==> config.mk <==
export PLATFORM = sky130hd
export DESIGN_NAME = adc_gain_phase_adjust_regs
export DESIGN_NICKNAME = d
export VERILOG_FILES = /design/src/design/phase_gain_pkg.sv /design/src/design/delay_sum.sv /design/src/design/adc_gain_phase_adjust_regs.sv
export SDC_FILE = /design/constraint.sdc
export NUM_CORES = 1
export LEC_CHECK = 0
export ABC_AREA = 1
export CORE_MARGIN = 2
export CORE_UTILIZATION = 35
export DETAILED_ROUTE_END_ITERATION = 7
export DONT_BUFFER_PORTS = 1
export PLACE_DENSITY = 0.45
export SLEW_MARGIN = 25
export SYNTH_ARGS = -nofsm -noshare
export SYNTH_HDL_FRONTEND = slang
export SYNTH_HIERARCHICAL = 1
export SYNTH_SLANG_ARGS = --single-unit
==> constraint.sdc <==
create_clock -name pclk -period 9.8 [get_ports pclk]
set_clock_uncertainty 0.15 [all_clocks]
set_input_delay 0.49 -clock pclk [delete_from_list [all_inputs] [get_ports pclk]]
set_output_delay 0.49 -clock pclk [all_outputs]
set_load 0.01 [all_outputs]
==> src/design/phase_gain_pkg.sv <==
package phase_gain_pkg;
  // register indices; byte address is four times the index
  localparam logic [7:0] GAIN_IDX     = 8'h0b;
  localparam logic [7:0] FINE_IDX     = 8'h0e;
  localparam logic [7:0] COARSE_IDX   = 8'h0f;
  localparam logic [7:0] STATUS_IDX   = 8'h10;
  localparam logic [7:0] APPLIED_IDX  = 8'h11;
  localparam logic [7:0] ANALOG_IDX   = 8'h12;
  localparam int         ADDR_W       = 8;
  // reset values
  localparam logic [15:0] GAIN_RST    = 16'h807f;
  localparam logic [15:0] FINE_RST    = 16'h00ff;
  localparam logic [15:0] COARSE_RST  = 16'h007f;
  localparam logic [9:0]  FS_RST_MV   = 10'd700;
  // must-be-one filler bits
  localparam logic [15:0] GAIN_FILL   = 16'h007f;
  localparam logic [15:0] FINE_FILL   = 16'h00ff;
  localparam logic [15:0] COARSE_FILL = 16'h007f;
  // field positions
  localparam int GAIN_LSB   = 7;
  localparam int FINE_LSB   = 8;
  localparam int INV_BIT    = 15;
  localparam int COARSE_LSB = 10;
  localparam int INTER_LSB  = 7;
  // status bits
  localparam int ST_GAIN_FILL   = 0;
  localparam int ST_FINE_FILL   = 1;
  localparam int ST_COARSE_FILL = 2;
  localparam int ST_PARTIAL     = 3;
  // analog model figures
  localparam logic [9:0]  FS_MIN_MV   = 10'd560;
  localparam logic [9:0]  FS_SPAN_MV  = 10'd280;
  localparam logic [6:0]  COARSE_PS   = 7'd65;
  localparam logic [6:0]  INTER_PS    = 7'd11;
endpackage

==> src/design/delay_sum.sv <==
`timescale 1ns/1ps
`default_nettype none
module delay_sum
  import phase_gain_pkg::*;
(
  input  wire logic        pclk,        // bus clock
  input  wire logic        presetn,     // async reset, active low
  input  wire logic [4:0]  coarse_code, // coarse steps
  input  wire logic [2:0]  inter_code,  // intermediate steps
  output logic      [11:0] delay_ps     // summed delay estimate
);
  wire [11:0] coarse_ps = 12'(coarse_code) * 12'(COARSE_PS);
  wire [11:0] inter_ps  = 12'(inter_code) * 12'(INTER_PS);
  wire [11:0] sum_nxt   = 12'(coarse_ps + inter_ps);

  // worst case 31*65 + 7*11 = 2092 ps
  always_ff @(posedge pclk or negedge presetn)
  begin
    if (!presetn)
      delay_ps <= 12'h000;
    else
      delay_ps <= sum_nxt;
  end
endmodule
`default_nettype wire

==> src/design/adc_gain_phase_adjust_regs.sv <==
// Notes on behaviour
// the second channel gain register sits at index 0xb, write only, and the host fills bits 6:0 with ones.
// bits 15:7 of the gain register form a nine-bit unsigned gain code applied linearly and monotonically.
// the gain code spans 560 mV at zero, 700 mV at midscale and 840 mV at all ones; fs_of gives 839 mV at 0x1ff.
// after reset the gain code is midscale, which is no adjustment.
// the host should keep the gain code between 0x0c0 and 0x1c0 to leave headroom.
// a gain change never starts or needs a recalibration.
// the fine phase register sits at index 0xe, resets to 0x00ff, and the host fills bits 7:0 with ones.
// bits 15:8 of the fine phase register are a monotonic delay code that resets to zero.
// the coarse phase register sits at index 0xf, resets to 0x007f, and the host fills bits 6:0 with ones.
// bit 15 of the coarse phase register inverts the sample clock and resets to zero.
// bits 14:10 are a coarse delay code of about 65 ps a step, zero at reset.
// bits 9:7 are an intermediate delay code of about 11 ps a step, zero at reset.
// coarse and intermediate codes together reach about 2.1 ns.
// the host should use the smallest phase delay it needs and check the benefit.
// fields change only when a complete 16-bit write to the register is accepted.
`timescale 1ns/1ps
`default_nettype none
module adc_gain_phase_adjust_regs
  import phase_gain_pkg::*;
(
  input  wire logic        pclk,                    // 250 MHz bus clock
  input  wire logic        presetn,                 // async reset, active low
  input  wire logic        psel,                    // apb select
  input  wire logic        penable,                 // apb enable
  input  wire logic        pwrite,                  // apb direction
  input  wire logic [9:0]  paddr,                   // apb byte address
  input  wire logic [31:0] pwdata,                  // apb write data
  input  wire logic [3:0]  pstrb,                   // apb byte strobes
  output logic             pready,                  // apb ready
  output logic      [31:0] prdata,                  // apb read data
  output logic             pslverr,                 // apb error
  output logic      [8:0]  gain_code,               // second channel gain trim
  output logic      [9:0]  fullscale_mv,            // full scale estimate
  output logic      [7:0]  fine_delay_code,         // fine sample clock delay
  output logic             sample_clock_invert,     // sample clock polarity
  output logic      [4:0]  coarse_delay_code,       // coarse sample clock delay
  output logic      [2:0]  intermediate_delay_code, // intermediate delay
  output logic      [11:0] total_delay_ps           // coarse plus intermediate
);
  logic [15:0] gain_r;
  logic [15:0] fine_r;
  logic [15:0] coarse_r;
  logic [3:0]  status_r;
  logic [3:0]  status_nxt;
  logic [9:0]  fs_r;
  logic        ready_r;
  logic [31:0] rdata_r;
  logic        err_r;

  function automatic logic is_idx(input logic [9:0] a, input logic [7:0] idx);
    is_idx = (a[1:0] == 2'b00) && (a[9:2] == idx);
  endfunction

  function automatic logic fill_bad(input logic [15:0] d, input logic [15:0] m);
    fill_bad = ((d & m) != m);
  endfunction

  // linear, monotonic: 0 -> 560, 0x100 -> 700, 0x1ff -> 839
  function automatic logic [9:0] fs_of(input logic [8:0] code);
    logic [18:0] prod;
    prod   = 19'(code) * 19'(FS_SPAN_MV);
    fs_of  = 10'(FS_MIN_MV + 10'(prod >> 9));
  endfunction

  // decode
  wire setup_ph   = psel && !penable;
  wire done       = psel && penable && ready_r;
  wire wr_done    = done && pwrite;
  wire sel_gain   = is_idx(paddr, GAIN_IDX);
  wire sel_fine   = is_idx(paddr, FINE_IDX);
  wire sel_coarse = is_idx(paddr, COARSE_IDX);
  wire sel_status = is_idx(paddr, STATUS_IDX);
  wire sel_appl   = is_idx(paddr, APPLIED_IDX);
  wire sel_analog = is_idx(paddr, ANALOG_IDX);
  wire mapped     = sel_gain | sel_fine | sel_coarse | sel_status | sel_appl | sel_analog;
  wire word_write = (pstrb[1:0] == 2'b11);
  wire partial    = pwrite && !word_write && (sel_gain | sel_fine | sel_coarse);
  wire full_wr    = wr_done && word_write;
  wire wr_gain    = full_wr && sel_gain;
  wire wr_fine    = full_wr && sel_fine;
  wire wr_coarse  = full_wr && sel_coarse;
  wire [15:0] wd  = pwdata[15:0];

  // sticky warnings; set wins over write-one-to-clear
  wire [3:0] st_set = {wr_done && partial,
                       wr_coarse && fill_bad(wd, COARSE_FILL),
                       wr_fine && fill_bad(wd, FINE_FILL),
                       wr_gain && fill_bad(wd, GAIN_FILL)};
  wire [3:0] st_clr = (full_wr && sel_status) ? pwdata[3:0] : 4'h0;
  assign status_nxt = (status_r & ~st_clr) | st_set;

  wire [31:0] appl_word = {6'h00, coarse_r[INV_BIT], coarse_r[INTER_LSB +: 3],
                           coarse_r[COARSE_LSB +: 5], fine_r[FINE_LSB +: 8], gain_r[GAIN_LSB +: 9]};
  wire [31:0] analog_word = {6'h00, fs_r, 4'h0, total_delay_ps};
  // trim registers are write only and read back as zero
  wire [31:0] rd_mux = sel_status ? {28'h0000000, status_r} :
                       sel_appl   ? appl_word :
                       sel_analog ? analog_word : 32'h00000000;

  // one wait-free access phase: ready rises for the cycle after setup
  always_ff @(posedge pclk or negedge presetn)
  begin
    if (!presetn)
      ready_r <= 1'b0;
    else
      ready_r <= setup_ph;
  end

  always_ff @(posedge pclk or negedge presetn)
  begin
    if (!presetn)
      rdata_r <= 32'h00000000;
    else
      rdata_r <= (setup_ph && !pwrite) ? rd_mux : 32'h00000000;
  end

  // errors are decided at setup so that they stand together with ready
  always_ff @(posedge pclk or negedge presetn)
  begin
    if (!presetn)
      err_r <= 1'b0;
    else
      err_r <= setup_ph && (!mapped || partial);
  end

  // partial strobes leave the old trim untouched
  always_ff @(posedge pclk or negedge presetn)
  begin
    if (!presetn)
      gain_r <= GAIN_RST;
    else if (wr_gain)
      gain_r <= wd;
  end

  always_ff @(posedge pclk or negedge presetn)
  begin
    if (!presetn)
      fine_r <= FINE_RST;
    else if (wr_fine)
      fine_r <= wd;
  end

  always_ff @(posedge pclk or negedge presetn)
  begin
    if (!presetn)
      coarse_r <= COARSE_RST;
    else if (wr_coarse)
      coarse_r <= wd;
  end

  always_ff @(posedge pclk or negedge presetn)
  begin
    if (!presetn)
      status_r <= 4'h0;
    else
      status_r <= status_nxt;
  end

  // gain is a static trim; nothing here reaches calibration control
  always_ff @(posedge pclk or negedge presetn)
  begin
    if (!presetn)
      fs_r <= FS_RST_MV;
    else
      fs_r <= fs_of(gain_r[GAIN_LSB +: 9]);
  end

  delay_sum u_delay_sum
  (
    .pclk        (pclk),
    .presetn     (presetn),
    .coarse_code (coarse_r[COARSE_LSB +: 5]),
    .inter_code  (coarse_r[INTER_LSB +: 3]),
    .delay_ps    (total_delay_ps)
  );

  assign pready                  = ready_r;
  assign prdata                  = rdata_r;
  assign pslverr                 = err_r;
  assign gain_code               = gain_r[GAIN_LSB +: 9];
  assign fullscale_mv            = fs_r;
  assign fine_delay_code         = fine_r[FINE_LSB +: 8];
  assign sample_clock_invert     = coarse_r[INV_BIT];
  assign coarse_delay_code       = coarse_r[COARSE_LSB +: 5];
  assign intermediate_delay_code = coarse_r[INTER_LSB +: 3];

  // marks the first edge after reset, where every reset value must still stand
  logic seen_edge;
  always_ff @(posedge pclk or negedge presetn)
  begin
    if (!presetn)
      seen_edge <= 1'b0;
    else
      seen_edge <= 1'b1;
  end
endmodule
`default_nettype wire

==> impl_metrics.ini <==
[status]
status = completed

[logic_synthesis]
synthArstFlopShare = 1.00
synth_edf_count = 0
synth_area_leaders = dfrtp_1, nand2_1, ha_1
synthTopCellsByCount = nand2_1, inv_1, dfrtp_1
syn_inst = 541
synth_ff_type = dfrtp_1
synth_most_common_cell = nand2_1
netlist_area_um2 = 4650
yosysTopAreaCell = dfrtp_1
synth_top_area_frac = 0.393
synth_seq_area_share = 0.432
synth.distinct_cells = 39
syn_area_per_cell_um2 = 8.59
synth-seq-cells = 80
yosysWarnings = 6

[floorplanning]
die_x_um = 119
core_um2 = 13100
std_cell_rows = 42
fp.dieH_um = 119
ios = 133
die_area_um2 = 14200
start_util = 0.355

[timing]
tightest_slew_ns = 0.595
period_share = 0.382
rsz0062_at_grt = no
max_freq_mhz = 267
finalSetupViolCount = 0
period_minus_slack_ns = 3.74
finalHoldWorstSlack_ns = 0.0764
setup-tns-final_ns = 0
hold_viol = 0
slew_headroom = 0.602
maxSlewViolCount = 0

[power_and_ir_drop]
powerDensity_nw_per_um2 = 136
power_leakage_nw = 2.67
vdd_ir_drop_max_mv = 0.0735

[route]
drtAntennaViolNets = 0
vias = 3466
drt_wl_total_um = 11800
drc = 0
drt-vias-per-instance = 4.78
drt_iter0_drc = 172
wl_per_cell_um = 16.3
firstDrtPassIters = 5

[worst_setup_path]
cp-start-kind = flip-flop
slowest_stage = dfrtp_1
crit_family = adder cells
slowest_delay_ns = 0.65
cpMostUsedCell = ha_1
worstSetupPathType = reg -> reg
required_ns = 9.87
cp.arrival_ns = 3.81
worstSetupEndpointType = flip-flop
path_buf_inv = 2
path_cells = ha_1 -> ha_1 -> inv_1 -> fa_1 -> inv_1 -> ha_1 -> a21o_1 -> a31oi_1 -> nand3_1 -> and2_1 -> ha_1 -> o311ai_0 -> nand2_1
crit_fanout = 9

[placement]
place_hpwl_um = 9080
dp.cells = 707
gp_congestion = 0.855
port_buffers = 0

[finish]
nets = 646
syn2layout_area_growth_pct = 9.98
antenna_cells = 0
layout-drive-gt1-share = 0.0984
stdcell_count = 725

[clocking]
clk_pin_slew_ns = 0.06
cts_hold_buf = 2
cts_resized = 0
post-cts-setup-buffer-count = 0
cts.sinks = 80
clock_latency_ns = 0.34
tritoncts = done
htree_levels = 3
cts-buffers-inserted = 9
cts_buffer_depth = 2
clock-root-buffer = clkbuf_16

[global_route]
grt-ovfl-total = 0
grt_pass1_vias = 3381
grt_start_max_net_pins = 81
grt_first_pass_wirelength_um = 18700
antenna_found_initial = 0
grt_usage = 0.172

[flow_run]
maxCapViolCount = 0

[worst_hold_path]
hp-class = in -> reg
-- routing by layer --
metal  GRT usage  up-vias  part of all wire
met5           0        -                 0
met4      0.0499        0             0.016
met3      0.0541       16             0.070
met2       0.292       97              0.49
met1       0.210     1635              0.43
li1            -     1718                 -
-- power by group --
group	internal, mW	switching [mW]	total (mW)
sequential	0.331	0.000630	0.332
combinational	0.00387	0.0152	0.0191
clock	0.206	0.140	0.345
-- flip-flops by register name (all words and copies together) (netlist names) --
register              cells
u_delay_sum/delay_ps     12
coarse_r                  9
prdata                   26
pslverr                   1
fine_r                    8
gain_r                    9
fullscale_mv             10
pready                    1
status_r                  4
-- per-stage QoR --
stage	setup WS, ns	cell area [um2]	power [mW]	utilization
4_1_cts	6.05	5110	0.704	0.390
2_1_floorplan	6.40	4670	0.348	-
5_1_grt	5.88	5110	0.719	0.391
3_5_place_dp	6.08	4770	0.349	0.364
6_report	6.06	5110	0.696	0.391
3_3_place_gp	6.09	4770	0.349	0.364
-- layout by cell type, fill, tap and decap left out, drive strengths merged, types with 3 or more instances in the layout --
cell | netlist | routed
xor2 | 5 | 5
inv | 78 | 80
clkinv | 0 | 3
nand2 | 166 | 166
a21oi | 24 | 24
o21ai | 35 | 35
dfstp | 7 | 7
fa | 8 | 8
conb | 1 | 6
ha | 43 | 43
nor2 | 34 | 34
nand3 | 27 | 27
clkbuf | 0 | 10
xnor2 | 3 | 3
nor4 | 4 | 4
dfrtp | 73 | 73
nand4 | 6 | 6
-- final cells by class --
class                   count  area [um2]
multi-input cells         373        2250
clock buffers              10         239
repair buffers              2        37.5
inverters                  78         293
fillers                  1333        7970
clock inverters             6        66.3
flip-flops and latches     80        2010
well taps                 176         220
-- final timing paths --
kind                        startpoint               to  slack, ns  cells past startpoint
max                         gain_r[14]  fullscale_mv[8]       6.06                     13
min                            penable           pready       0.08                      1
max reg2reg                 gain_r[14]  fullscale_mv[8]       6.06                     13
min reg2reg                status_r[0]      status_r[0]       0.34                      2
max in group asynchronous      presetn  fullscale_mv[5]       8.57                      2
min in group asynchronous      presetn       gain_r[14]       0.59                      2
-- logic make-up (layout without fill, tap and decap cells) --
group | count (synthesis) | in the layout | share of synthesized area
fa+ha+maj | 51 | 51 | 0.150
buf+inv | 93 | 96 | 0.0893
xor+xnor | 8 | 8 | 0.0151
flops | 80 | 80 | 0.432
other cells | 1 | 6 | 0.000807
simple gates | 243 | 243 | 0.235
compound gates | 65 | 65 | 0.0772
Note: power is estimated with default switching activity, not from simulation.
